File: config.mk
export PLATFORM = sky130hd
export DESIGN_NAME = brcd_top
export DESIGN_NICKNAME = d
export VERILOG_FILES = /design/src/brcd_pkg.sv /design/src/brcd_dec_if.sv /design/src/brcd_addr_decoder.sv /design/src/brcd_top.sv
export SDC_FILE = /design/constraint.sdc
export NUM_CORES = 1
export LEC_CHECK = 0
export ABC_AREA = 0
export BUFFER_PORTS_ARGS = -buffer_cell sky130_fd_sc_hd__buf_2
export CELL_PAD_IN_SITES_DETAIL_PLACEMENT = 0
export CELL_PAD_IN_SITES_GLOBAL_PLACEMENT = 1
export CORE_MARGIN = 4
export CORE_UTILIZATION = 41
export DETAILED_ROUTE_END_ITERATION = 12
export PLACE_DENSITY = 0.88
export SETUP_SLACK_MARGIN = 0.2
export SKIP_CTS_REPAIR_TIMING = 1
export SLEW_MARGIN = 20
export SYNTH_ARGS = -nofsm -noshare
export SYNTH_HDL_FRONTEND = slang
export SYNTH_SLANG_ARGS = --single-unit
File: constraint.sdc
create_clock -name sys_clk -period 2.78 [get_ports sys_clk]
set_input_delay 0.278 -clock sys_clk [delete_from_list [all_inputs] [get_ports sys_clk]]
set_output_delay 0.278 -clock sys_clk [all_outputs]
set_load 0.02 [all_outputs]
File: src/brcd_pkg.sv
// constants shared by the board reset, clock and address decode logic
// Function
// after power-up the reset generator holds board reset low for a fixed interval
// a valid reset stays low longer than eight processor clock periods
// during reset the timer chip loads latches and counters with maximum count
// reset halts timer counting, clears timer flags, sets its internal reset bit
// after reset every parallel port chip register reads as zero
// an outside party may assert reset through the bus connector like power-on
// divide the 4 MHz crystal reference by four into processor phases and 1 MHz
// chip-select decode looks only at address bits ten to fifteen
// three selects: shared port and timer, rom socket one, rom socket two
// rom sockets at C000-CFFF or F000-FFFF per build; peripherals at E400-E7FF
// scratch ram 0000-007F stays inside the processor; no board select raised
// each timer counts the 1 MHz clock or external gate and trigger inputs
// selects rise only during a valid memory cycle
package brcd_pkg;

    // ----------------------------------------------------------------
    // timing
    // ----------------------------------------------------------------
    localparam int SYS_PERIOD_NS = 25;
    localparam int PROC_PERIOD_NS = 1000;
    localparam int VALID_RESET_PERIODS = 8;
    // strictly longer than eight processor periods, so one cycle on top of the rounded-up count
    localparam int MIN_LOW_CYCLES =
        (VALID_RESET_PERIODS * PROC_PERIOD_NS + SYS_PERIOD_NS - 1) / SYS_PERIOD_NS + 1;
    localparam int POR_CYCLES_DEFAULT = 4000;
    localparam int HOLD_CNT_W = 16;
    localparam int CRYSTAL_DIVIDE = 4;
    localparam logic [1:0] PHASE_TWO_START = 2'h2;

    // ----------------------------------------------------------------
    // address map, in units of the upper address bits, except SCRATCH_END which is a full 16-bit address
    // ----------------------------------------------------------------
    localparam int ADDR_W = 16;
    localparam int DEC_LSB = 10;
    localparam int DEC_W = 6;
    localparam logic [5:0] PERIPH_BLOCK = 6'h39;
    localparam logic [4:0] ROM_LOW_ONE = 5'h18;
    localparam logic [4:0] ROM_LOW_TWO = 5'h19;
    localparam logic [4:0] ROM_HIGH_ONE = 5'h1E;
    localparam logic [4:0] ROM_HIGH_TWO = 5'h1F;
    localparam logic [15:0] SCRATCH_END = 16'h007F;

    // ----------------------------------------------------------------
    // reset generator states
    // ----------------------------------------------------------------
    typedef enum logic [1:0]
    {
        ST_POWER_ON = 2'b00,
        ST_STRETCH = 2'b01,
        ST_RUN = 2'b10
    } brcd_rst_state_e;

endpackage

File: src/brcd_dec_if.sv
// carrier between the top module and the address decoder
`timescale 1ns/1ps
interface brcd_dec_if;
    logic [5:0] addrHigh;
    logic periphHit;
    logic romOneHit;
    logic romTwoHit;

    modport requester
    (
        output addrHigh,
        input periphHit,
        input romOneHit,
        input romTwoHit
    );

    modport decoder
    (
        input addrHigh,
        output periphHit,
        output romOneHit,
        output romTwoHit
    );
endinterface

File: src/brcd_addr_decoder.sv
// programmed decoder on the upper address bits
`timescale 1ns/1ps
module brcd_addr_decoder
#(
    parameter bit ROM_AT_TOP = 1'b0
)
(
    brcd_dec_if.decoder dec
);

    // ----------------------------------------------------------------
    // decode
    // ----------------------------------------------------------------
    function automatic logic romBlock(input logic [5:0] addrHigh, input logic [4:0] base);
        romBlock = (addrHigh[5:1] == base);
    endfunction

    always_comb
    begin
        // only bits ten to fifteen are seen, so every device aliases within its block
        dec.periphHit = (dec.addrHigh == brcd_pkg::PERIPH_BLOCK);
        if (ROM_AT_TOP)
        begin
            dec.romOneHit = romBlock(dec.addrHigh, brcd_pkg::ROM_HIGH_ONE);
            dec.romTwoHit = romBlock(dec.addrHigh, brcd_pkg::ROM_HIGH_TWO);
        end
        else
        begin
            dec.romOneHit = romBlock(dec.addrHigh, brcd_pkg::ROM_LOW_ONE);
            dec.romTwoHit = romBlock(dec.addrHigh, brcd_pkg::ROM_LOW_TWO);
        end
    end

endmodule

File: src/brcd_top.sv
// board reset generator, processor clock divider, timer clock source and chip selects
`timescale 1ns/1ps
module brcd_top
#(
    parameter int POR_CYCLES = brcd_pkg::POR_CYCLES_DEFAULT,
    parameter bit ROM_AT_TOP = 1'b0
)
(
    input wire logic sys_clk,
    input wire logic arst_n,
    input wire logic clkEn,
    input wire logic crystalRef,
    input wire logic extResetN,
    input wire logic [15:0] addrBus,
    input wire logic validMemoryCycle,
    input wire logic timerSourceExt,
    input wire logic timerExtGate,
    output logic boardResetN,
    output logic procPhaseOne,
    output logic procPhaseTwo,
    output logic phaseTwoClk,
    output logic periphSelect,
    output logic romSocketOneSelect,
    output logic romSocketTwoSelect,
    output logic timerPresetHold,
    output logic timerCountTick,
    output logic portClearHold
);

    // ----------------------------------------------------------------
    // elaboration checks
    // ----------------------------------------------------------------
    localparam int HOLD_MAX = (1 << brcd_pkg::HOLD_CNT_W) - 1;

    if (POR_CYCLES < brcd_pkg::MIN_LOW_CYCLES || POR_CYCLES > HOLD_MAX)
    begin : g_bad_por
        $error("POR_CYCLES must cover a valid reset and fit the hold counter");
    end

    // ----------------------------------------------------------------
    // reset generator
    // ----------------------------------------------------------------
    localparam logic [15:0] POR_LOAD = 16'(POR_CYCLES);
    localparam logic [15:0] MIN_LOAD = 16'(brcd_pkg::MIN_LOW_CYCLES);

    brcd_pkg::brcd_rst_state_e rstState;
    brcd_pkg::brcd_rst_state_e next_rstState;
    logic [15:0] holdCnt;
    logic [15:0] next_holdCnt;
    logic next_boardResetN;

    always_comb
    begin
        next_rstState = rstState;
        next_holdCnt = holdCnt;
        case (rstState)
            brcd_pkg::ST_POWER_ON:
            begin
                // one-shot after power-up, independent of the connector line
                if (holdCnt <= 16'h0001)
                begin
                    next_rstState = brcd_pkg::ST_STRETCH;
                    next_holdCnt = MIN_LOAD;
                end
                else
                begin
                    next_holdCnt = holdCnt - 16'h0001;
                end
            end
            brcd_pkg::ST_STRETCH:
            begin
                if (!extResetN)
                begin
                    next_holdCnt = MIN_LOAD;
                end
                else if (holdCnt <= 16'h0001)
                begin
                    next_rstState = brcd_pkg::ST_RUN;
                end
                else
                begin
                    next_holdCnt = holdCnt - 16'h0001;
                end
            end
            brcd_pkg::ST_RUN:
            begin
                // a short glitch on the connector is stretched to a valid reset
                if (!extResetN)
                begin
                    next_rstState = brcd_pkg::ST_STRETCH;
                    next_holdCnt = MIN_LOAD;
                end
            end
            default:
            begin
                next_rstState = brcd_pkg::ST_POWER_ON;
                next_holdCnt = POR_LOAD;
            end
        endcase
        next_boardResetN = (next_rstState == brcd_pkg::ST_RUN);
    end

    always_ff @(posedge sys_clk or negedge arst_n)
    begin
        if (!arst_n)
        begin
            rstState <= brcd_pkg::ST_POWER_ON;
            holdCnt <= POR_LOAD;
            boardResetN <= 1'b0;
        end
        else if (clkEn)
        begin
            rstState <= next_rstState;
            holdCnt <= next_holdCnt;
            boardResetN <= next_boardResetN;
        end
    end

    // ----------------------------------------------------------------
    // crystal divide-by-four into the two processor phases
    // ----------------------------------------------------------------
    localparam logic [1:0] PHASE_LAST = 2'(brcd_pkg::CRYSTAL_DIVIDE - 1);

    logic crystalPrev;
    logic [1:0] phaseCnt;
    logic [1:0] next_phaseCnt;
    logic next_phaseTwo;
    logic phaseTwoRise;

    always_comb
    begin
        next_phaseCnt = phaseCnt;
        // inputs are synchronous to sys_clk, so a plain edge detect is safe
        if (crystalRef && !crystalPrev)
        begin
            next_phaseCnt = (phaseCnt == PHASE_LAST) ? 2'h0 : phaseCnt + 2'h1;
        end
        next_phaseTwo = (next_phaseCnt >= brcd_pkg::PHASE_TWO_START);
        phaseTwoRise = next_phaseTwo && !procPhaseTwo;
    end

    always_ff @(posedge sys_clk or negedge arst_n)
    begin
        if (!arst_n)
        begin
            crystalPrev <= 1'b0;
            phaseCnt <= 2'h0;
            procPhaseOne <= 1'b1;
            procPhaseTwo <= 1'b0;
            phaseTwoClk <= 1'b0;
        end
        else if (clkEn)
        begin
            crystalPrev <= crystalRef;
            phaseCnt <= next_phaseCnt;
            procPhaseOne <= !next_phaseTwo;
            procPhaseTwo <= next_phaseTwo;
            phaseTwoClk <= next_phaseTwo;
        end
    end

    // ----------------------------------------------------------------
    // peripheral reset holds and timer clock source
    // ----------------------------------------------------------------
    logic gatePrev;
    logic next_timerCountTick;

    always_comb
    begin
        // halted timers see no count edge at all while reset is low
        if (!next_boardResetN)
        begin
            next_timerCountTick = 1'b0;
        end
        else if (timerSourceExt)
        begin
            next_timerCountTick = timerExtGate && !gatePrev;
        end
        else
        begin
            next_timerCountTick = phaseTwoRise;
        end
    end

    always_ff @(posedge sys_clk or negedge arst_n)
    begin
        if (!arst_n)
        begin
            gatePrev <= 1'b0;
            timerCountTick <= 1'b0;
            timerPresetHold <= 1'b1;
            portClearHold <= 1'b1;
        end
        else if (clkEn)
        begin
            gatePrev <= timerExtGate;
            timerCountTick <= next_timerCountTick;
            // preset to maximum count, flags cleared and internal reset bit set inside the timer chip
            timerPresetHold <= !next_boardResetN;
            portClearHold <= !next_boardResetN;
        end
    end

    // ----------------------------------------------------------------
    // chip selects
    // ----------------------------------------------------------------
    brcd_dec_if decBus ();
    logic next_periphSelect;
    logic next_romOneSelect;
    logic next_romTwoSelect;
    logic cycleOk;

    assign decBus.addrHigh = addrBus[15:10];

    brcd_addr_decoder #(.ROM_AT_TOP(ROM_AT_TOP)) u_decoder
    (
        .dec(decBus.decoder)
    );

    always_comb
    begin
        // scratch ram decodes to block zero, which holds no board device
        cycleOk = validMemoryCycle && next_boardResetN && (addrBus > brcd_pkg::SCRATCH_END);
        next_periphSelect = cycleOk && decBus.periphHit;
        next_romOneSelect = cycleOk && decBus.romOneHit;
        next_romTwoSelect = cycleOk && decBus.romTwoHit;
    end

    always_ff @(posedge sys_clk or negedge arst_n)
    begin
        if (!arst_n)
        begin
            periphSelect <= 1'b0;
            romSocketOneSelect <= 1'b0;
            romSocketTwoSelect <= 1'b0;
        end
        else if (clkEn)
        begin
            periphSelect <= next_periphSelect;
            romSocketOneSelect <= next_romOneSelect;
            romSocketTwoSelect <= next_romTwoSelect;
        end
    end

    // ----------------------------------------------------------------
    // checks
    // ----------------------------------------------------------------
    logic [15:0] lowLen;

    always_ff @(posedge sys_clk or negedge arst_n)
    begin
        if (!arst_n)
        begin
            lowLen <= 16'h0000;
        end
        else if (boardResetN)
        begin
            lowLen <= 16'h0000;
        end
        else if (lowLen != 16'hFFFF)
        begin
            lowLen <= lowLen + 16'h0001;
        end
    end

    a_reset_min_low: assert property (@(posedge sys_clk) disable iff (!arst_n)
        $rose(boardResetN) |-> lowLen >= MIN_LOAD)
        else $error("board reset released before a valid low time");

    a_ext_reset_hold: assert property (@(posedge sys_clk) disable iff (!arst_n)
        (!extResetN && clkEn) |=> !boardResetN ##1 !boardResetN)
        else $error("connector reset not applied to the board");

    a_timer_quiet: assert property (@(posedge sys_clk) disable iff (!arst_n)
        timerPresetHold |-> !timerCountTick && !boardResetN)
        else $error("timer counted while held in reset");

    a_port_clear: assert property (@(posedge sys_clk) disable iff (!arst_n)
        $fell(boardResetN) |-> portClearHold && timerPresetHold)
        else $error("port clear not applied with reset");

    a_phase_split: assert property (@(posedge sys_clk) disable iff (!arst_n)
        $rose(procPhaseTwo) |-> $past(procPhaseOne) && !procPhaseOne && phaseTwoClk)
        else $error("processor phases overlap");

    a_periph_window: assert property (@(posedge sys_clk) disable iff (!arst_n)
        (clkEn && validMemoryCycle && next_boardResetN && addrBus[15:10] == 6'h39) |=> periphSelect)
        else $error("peripheral block not selected");

    a_rom_window: assert property (@(posedge sys_clk) disable iff (!arst_n)
        (clkEn && validMemoryCycle && next_boardResetN && addrBus[15:11] == (ROM_AT_TOP ? 5'h1E : 5'h18))
        |=> romSocketOneSelect && !romSocketTwoSelect)
        else $error("rom socket one not selected");

    a_no_scratch: assert property (@(posedge sys_clk) disable iff (!arst_n)
        (clkEn && addrBus <= 16'h007F) |=> !(periphSelect || romSocketOneSelect || romSocketTwoSelect))
        else $error("board select raised for scratch ram");

    a_idle_quiet: assert property (@(posedge sys_clk) disable iff (!arst_n)
        (clkEn && !validMemoryCycle) |=> !(periphSelect || romSocketOneSelect || romSocketTwoSelect))
        else $error("select raised in an idle cycle");

    c_por_release: cover property (@(posedge sys_clk) disable iff (!arst_n)
        $rose(boardResetN));
    c_ext_reset: cover property (@(posedge sys_clk) disable iff (!arst_n)
        boardResetN ##1 !boardResetN);
    c_rom_two: cover property (@(posedge sys_clk) disable iff (!arst_n)
        romSocketTwoSelect);
    c_ext_tick: cover property (@(posedge sys_clk) disable iff (!arst_n)
        timerSourceExt && timerCountTick);

endmodule

# Yosys cells after proc, flatten, opt, wreduce, memory -nomap -nowiden
# Index checks and enable logic that the tools add are counted.
word_totals:
  register_bits: 30
  word_cells: 56
  out_inout_bits: 10
  inputBits: 24
classes:
  add_sub_neg: 2
  magnitude_cmp: 3
  reduce_logical: 15
  n_eq_ne: 9
  n_mux: 14
op_table:
  columns: ["operator", "count"]
  rows:
  - ["$mux W16", 4]
  - ["$pmux W16 S3", 1]
  - ["$gt A16 B7 Y1 const B", 1]
  - ["$le A16 B1 Y1 const B", 1]
  - ["$sub A16 B1 Y16 const B", 1]
  - ["$mux W2", 6]
  - ["$eq A5 B5 Y1 const B", 2]
  - ["$logic_and A1 B1 Y1", 8]
  - ["$eq A2 B2 Y1 const B", 3]
  - ["$eq A6 B6 Y1 const B", 1]
  - ["$pmux W2 S3", 1]
  - ["$logic_not A1 Y1", 5]
  - ["$ne A3 B3 Y1 const B", 1]
  - ["$reduce_and A3 Y1", 1]
  - ["$add A2 B1 Y2 const B", 1]
  - ["$eq A2 B1 Y1 const B", 1]
  - ["$ge A2 B2 Y1 const B", 1]
  - ["$logic_not A2 Y1", 1]
  - ["$mux W1", 2]
  - ["$ne A2 B2 Y1 const B", 1]

# Logic depth before layout (Yosys ltp)
depth:
  ltp_word: 8
  mapped_depth: 8
  ltp_nobuf: 7

# Modules after synthesis
# Synthesis repeated with hierarchy kept, for this count alone.
hier_totals:
  hier_cells: 185
  area_unflattened_um2: 1770.4
by_module_without_submodules:
  columns: ["mod", "n_inst", "area_each_um2", "cells_per_inst", "seq_area_each_um2"]
  rows:
  - ["brcd_top", 1, 1727.9, 178, 760.7]
  - ["brcd_addr_decoder", 1, 42.5, 7, 0.0]

# Least setup slack after synthesis
# OpenSTA, ideal clock, no wires.
synth_path:
  path_kind: "flip-flop to flip-flop"
  startpoint: "reg holdCnt[8]"
  endpoint: "reg holdCnt[13]"
  setup_ns: 0.118
  synth_period_minus_slack_ns: 2.377
  slack_ns: 0.403
  path_buffers: 1
  t_arrival_ns: 2.259
  required_time_ns: 2.662
  stages_incl_launch_ff: 7
  path_cell_list: "dfstp_2 or4_1 buf_2 or4b_1 o31ai_1 o21ai_0 a21o_1"
synth_between:
  elab_chain_len: 4
  word_cells_on_any_way: 8
  classes_between: "add/sub: 1; order compare: 1; eq/ne: 1; mux: 4; reduce/logical: 1"
synth_lines:
  columns: ["item", "line_no", "rtl"]
  rows:
  - ["start: declaration", "brcd_top.sv:48", "logic [15:0] holdCnt;"]
  - ["start signal: assignment", "brcd_top.sv:114", "holdCnt <= next_holdCnt;"]
  - ["$sub A16 B1 Y16", "brcd_top.sv:67, brcd_top.sv:82", null]
  - ["$mux W16", "brcd_top.sv:76", "else if (holdCnt <= 16'h0001)"]
  - ["$mux W16", "brcd_top.sv:72", "if (!extResetN)"]
  - ["$pmux W16 S3", "brcd_top.sv:56", "case (rstState)"]
# Several ways; a longest one is shown, not always the timed one. The select of a mux whose other input is x is not followed.
# A chain may end at the register's enable or synchronous reset.

# Final worst setup path
layout_path:
  startpoint: "reg holdCnt[8]"
  endpoint: "reg romSocketTwoSelect"
layout_between:
  elab_chain_len: 8
  word_cells_on_any_way: 9
  classes_between: "order compare: 1; eq/ne: 1; mux: 4; reduce/logical: 3"
layout_lines:
  columns: ["item", "line_no", "rtl"]
  rows:
  - ["$le A16 B1 Y1 *", "brcd_top.sv:60, brcd_top.sv:76", null]
  - ["$mux W2", "brcd_top.sv:76", null]
  - ["$mux W2", "brcd_top.sv:72", null]
  - ["$pmux W2 S3 *", "brcd_top.sv:56", null]
  - ["$eq A2 B2 Y1 *", "brcd_top.sv:100", "next_boardResetN = (next_rstState == brcd_pkg::ST_RUN);"]
  - ["$logic_and A1 B1 Y1 * (2 in series)", "brcd_top.sv:223", "cycleOk = validMemoryCycle && next_boardResetN && (addrBus > brcd_pkg::SCRATCH_END);"]
  - ["$logic_and A1 B1 Y1 *", "brcd_top.sv:226", "next_romTwoSelect = cycleOk && decBus.romTwoHit;"]
  - ["end signal: assignment", "brcd_top.sv:241", "romSocketTwoSelect <= next_romTwoSelect;"]
  - ["end: declaration", "brcd_top.sv:24", "output logic romSocketTwoSelect,"]
# Every way passes the cells marked *; elsewhere a longest branch is shown, timed or not.

==> flow_summary.json <==
{
  "drive_gt1_share_pct": 23.5,
  "cts_tree": "built",
  "final_min_period_over_clock_period_pct": 89.7,
  "route.antenna.remaining_nets": 0,
  "gr-usage-all-layers_pct": 16.4,
  "synthesized_netlist_net_count": 216,
  "worst-setup-path-type": "reg2reg",
  "core-area_mm2": 0.00400,
  "diodes": 0,
  "crit_arrival_ns": 2.67,
  "yosys_top_cell_area_share_pct": 30.9,
  "register_area_um2": 736,
  "cp-start-kind": "register",
  "clock.fmax_mhz": 401,
  "design.final.nets": 244,
  "multi_input_area_um2": 891,
  "rsz0062_at_grt": "yes",
  "drtIter0Drc": 109,
  "critPathRequiredTime_ns": 2.96,
  "clock_pin_slew_worst_setup_and_hold_paths_ns": 0.06,
  "die_w_um": 72.4,
  "comb_power_share_pct": 33.3,
  "first_pass_iters": 4,
  "finalSetupTns_ns": 0,
  "synth-edff-count": 0,
  "gp_routability_congestion": 0.891,
  "drc": 0,
  "hpwl_um": 2660,
  "antenna_found_initial": 0,
  "power_frac_seq_pct": 43.4,
  "timing_worst_slew_pin_value_ns": 0.657,
  "largest_registers_in_the_final_layout": "holdCnt: 16 flops, rstState: 2 flops",
  "vias": 1497,
  "p_sw_mw": 0.546,
  "clock-sinks": 29,
  "yosys_register_bits": 29,
  "critical_path_peak_fanout": 6,
  "routed_vias_inst": 5.61,
  "initial_core_util_pct": 42.5,
  "grt_pass1_wl_um": 6660,
  "cts_made_buffers": 5,
  "power.clock.fraction_pct": 23.3,
  "finalHoldViolations": 0,
  "number_of_flip_flops_in_the_largest_register": 16,
  "route.detailed.wl_per_inst_um": 13.8,
  "netlist_area_mm2": 0.00170,
  "crit_path_capture_type": "register",
  "netlist_instances": 189,
  "timing.final.max_slew_violations": 0,
  "fillCellCount": 403,
  "post_synth_main_area_contributors": "sky130_fd_sc_hd__dfrtp_1, sky130_fd_sc_hd__dfstp_2, sky130_fd_sc_hd__o21ai_0",
  "grt_start_max_net_pins": 30,
  "clock-skew-final_ns": 0.00645,
  "wl_um": 3680,
  "ios": 34,
  "first_global_vias": 1439,
  "clock_tree.htree_level_count": 2,
  "io_buffers": 23,
  "timing.hold.ws_ns": 0.0123,
  "status": "finished, final reports clean",
  "synth_warnings": 0,
  "max-slew-margin-rel_pct": 55.8,
  "worstHoldPathType": "in2async",
  "power.ir.vdd_worst_v": 0.000429,
  "synth-seq-area-share_pct": 43.3,
  "total_number_of_placement_rows": 23,
  "min_period_ns": 2.49,
  "floorplan.die_area_mm2": 0.00524,
  "register_name_with_the_most_flops": "holdCnt",
  "syn_avg_cell_area_um2": 8.99,
  "area_delta_synth_final_pct": 16.6,
  "async_reset_ff_share_pct": 100,
  "number_of_max_capacitance_violations_reported": 0,
  "synth_cell_types": 45,
  "synth_area_leader": "sky130_fd_sc_hd__dfrtp_1",
  "clk-insertion-delay-late_ns": 0.28,
  "cts-root-to-sink-buffers": 2,
  "synth_top_flop_cell": "sky130_fd_sc_hd__dfrtp_1",
  "grt-ovfl-total": 0,
  "total_leakage_power_nw": 0.845,
  "die_height_um": 72.4,
  "clock-root-buffer": "sky130_fd_sc_hd__clkbuf_8",
  "p_per_area_mw_per_mm2": 749,
  "cellInternalPower_mw": 0.938,
  "final-setup-viol-count": 0,
  "power.share.switching_pct": 36.8
}
==> layout by cell type (no fill, tap or decap), types with 2 or more instances in the layout <==
cell,synthesis,final
sky130_fd_sc_hd__buf_4,2,6
sky130_fd_sc_hd__nor2_1,16,16
sky130_fd_sc_hd__o31ai_1,5,4
sky130_fd_sc_hd__a31oi_1,3,3
sky130_fd_sc_hd__inv_1,12,12
sky130_fd_sc_hd__nand2_1,19,19
sky130_fd_sc_hd__clkbuf_8,0,6
sky130_fd_sc_hd__or4_1,5,5
sky130_fd_sc_hd__nor2b_1,2,2
sky130_fd_sc_hd__o32ai_1,3,3
sky130_fd_sc_hd__nand3_1,6,6
sky130_fd_sc_hd__mux2_2,3,3
sky130_fd_sc_hd__buf_2,2,23
sky130_fd_sc_hd__dfrtp_1,21,21
sky130_fd_sc_hd__or3_1,6,6
sky130_fd_sc_hd__o21a_1,2,2
sky130_fd_sc_hd__nor4_1,3,3
sky130_fd_sc_hd__o21ai_0,16,16
sky130_fd_sc_hd__ha_1,3,3
sky130_fd_sc_hd__a21oi_1,12,12
sky130_fd_sc_hd__nor3_1,5,5
sky130_fd_sc_hd__o41ai_1,4,4
sky130_fd_sc_hd__dfstp_2,8,8
sky130_fd_sc_hd__a21o_1,6,6
==> cell families (layout without fill, tap and decap cells) <==
group | count (synthesis) | in the layout | share of synthesized area, %
buffers and inverters | 20 | 48 | 5.01
DFF | 29 | 29 | 43.3
and+or+nand+nor | 71 | 71 | 22.8
muxes | 4 | 4 | 2.58
AOI/OAI and AO/OA | 62 | 62 | 24.1
adders and majority gates | 3 | 3 | 2.21
==> worst paths after layout <==
kind                                        start                              to  slack (ns)  cells after the start
min in group sys_clk                  addrBus[11]  romSocketOneSelect$_DFFE_PN0P_        0.22                      2
max in group asynchronous                  arst_n         crystalPrev$_DFFE_PN0P_        2.35                      1
hold / removal                             arst_n         holdCnt[13]$_DFFE_PN0P_        0.01                      1
setup reg to reg           holdCnt[8]$_DFFE_PN1P_  romSocketTwoSelect$_DFFE_PN0P_        0.29                      7
setup / recovery           holdCnt[8]$_DFFE_PN1P_  romSocketTwoSelect$_DFFE_PN0P_        0.29                      7
hold reg to reg            holdCnt[9]$_DFFE_PN1P_          holdCnt[9]$_DFFE_PN1P_        0.50                      2
==> worst max-delay path, cell delays in order (launching register included) <==
cell and delay, ns:
sky130_fd_sc_hd__dfstp_2 0.39, sky130_fd_sc_hd__or4_1 0.56, sky130_fd_sc_hd__buf_4 0.19, sky130_fd_sc_hd__nor4b_4 0.20
sky130_fd_sc_hd__buf_4 0.19, sky130_fd_sc_hd__a21oi_4 0.08, sky130_fd_sc_hd__or4b_4 0.54, sky130_fd_sc_hd__o32ai_1 0.24
==> cell type report <==
type / instances / area share, %
Clock buffer: 7 / 4.36
Inverter: 12 / 2.27
Multi-Input combinational cell: 140 / 45.0
Sequential cell: 29 / 37.1
Tap cell: 50 / 3.16
Timing Repair Buffer: 29 / 8.09
==> Yosys cell counts (3+ instances only) <==
master	count
sky130_fd_sc_hd__or3_1	6
sky130_fd_sc_hd__nand3_1	6
sky130_fd_sc_hd__dfrtp_1	21
sky130_fd_sc_hd__ha_1	3
sky130_fd_sc_hd__o21ai_0	16
sky130_fd_sc_hd__a21oi_1	12
sky130_fd_sc_hd__nor2_1	16
sky130_fd_sc_hd__nor4_1	3
sky130_fd_sc_hd__o31ai_1	5
sky130_fd_sc_hd__dfstp_2	8
sky130_fd_sc_hd__o41ai_1	4
sky130_fd_sc_hd__a31oi_1	3
sky130_fd_sc_hd__nor3_1	5
sky130_fd_sc_hd__nand2_1	19
sky130_fd_sc_hd__clkbuf_1	4
sky130_fd_sc_hd__inv_1	12
sky130_fd_sc_hd__mux2_2	3
sky130_fd_sc_hd__or4_1	5
sky130_fd_sc_hd__o32ai_1	3
sky130_fd_sc_hd__a21o_1	6
==> power groups by stage <==
stage	logic (mW)	registers (mW)	clock network, mW
5_1_grt	0.571	0.668	0.377
2_1_floorplan	0.360	0.637	0
6_report	0.494	0.644	0.346
3_3_place_gp	0.481	0.650	0
4_1_cts	0.488	0.643	0.358
3_5_place_dp	0.485	0.651	0
==> metal layers <==
layer / up-vias / share of wire (%) / GRT usage, %
met5: - / 0 / 0
met4: 0 / 1.8 / 6.15
met3: 5 / 3.5 / 5.26
met2: 26 / 47 / 24.8
met1: 715 / 48 / 21.9
li1: 751 / - / -
==> stage by stage <==
step / utilization, % / setup slack (ns) / power [mW] / cell area, um^2 / cells
after floorplan: - / 0.403 / 0.997 / 1700 / 189
after global placement: 46.9 / 0.255 / 1.13 / 1870 / 259
after detailed placement: 46.9 / 0.186 / 1.14 / 1870 / 259
after CTS: 49.0 / 0.199 / 1.49 / 1960 / 266
after global routing: 49.5 / 0.140 / 1.62 / 1980 / 267
final: 49.5 / 0.287 / 1.48 / 1980 / 267
Power figures use the tool's default switching activity.
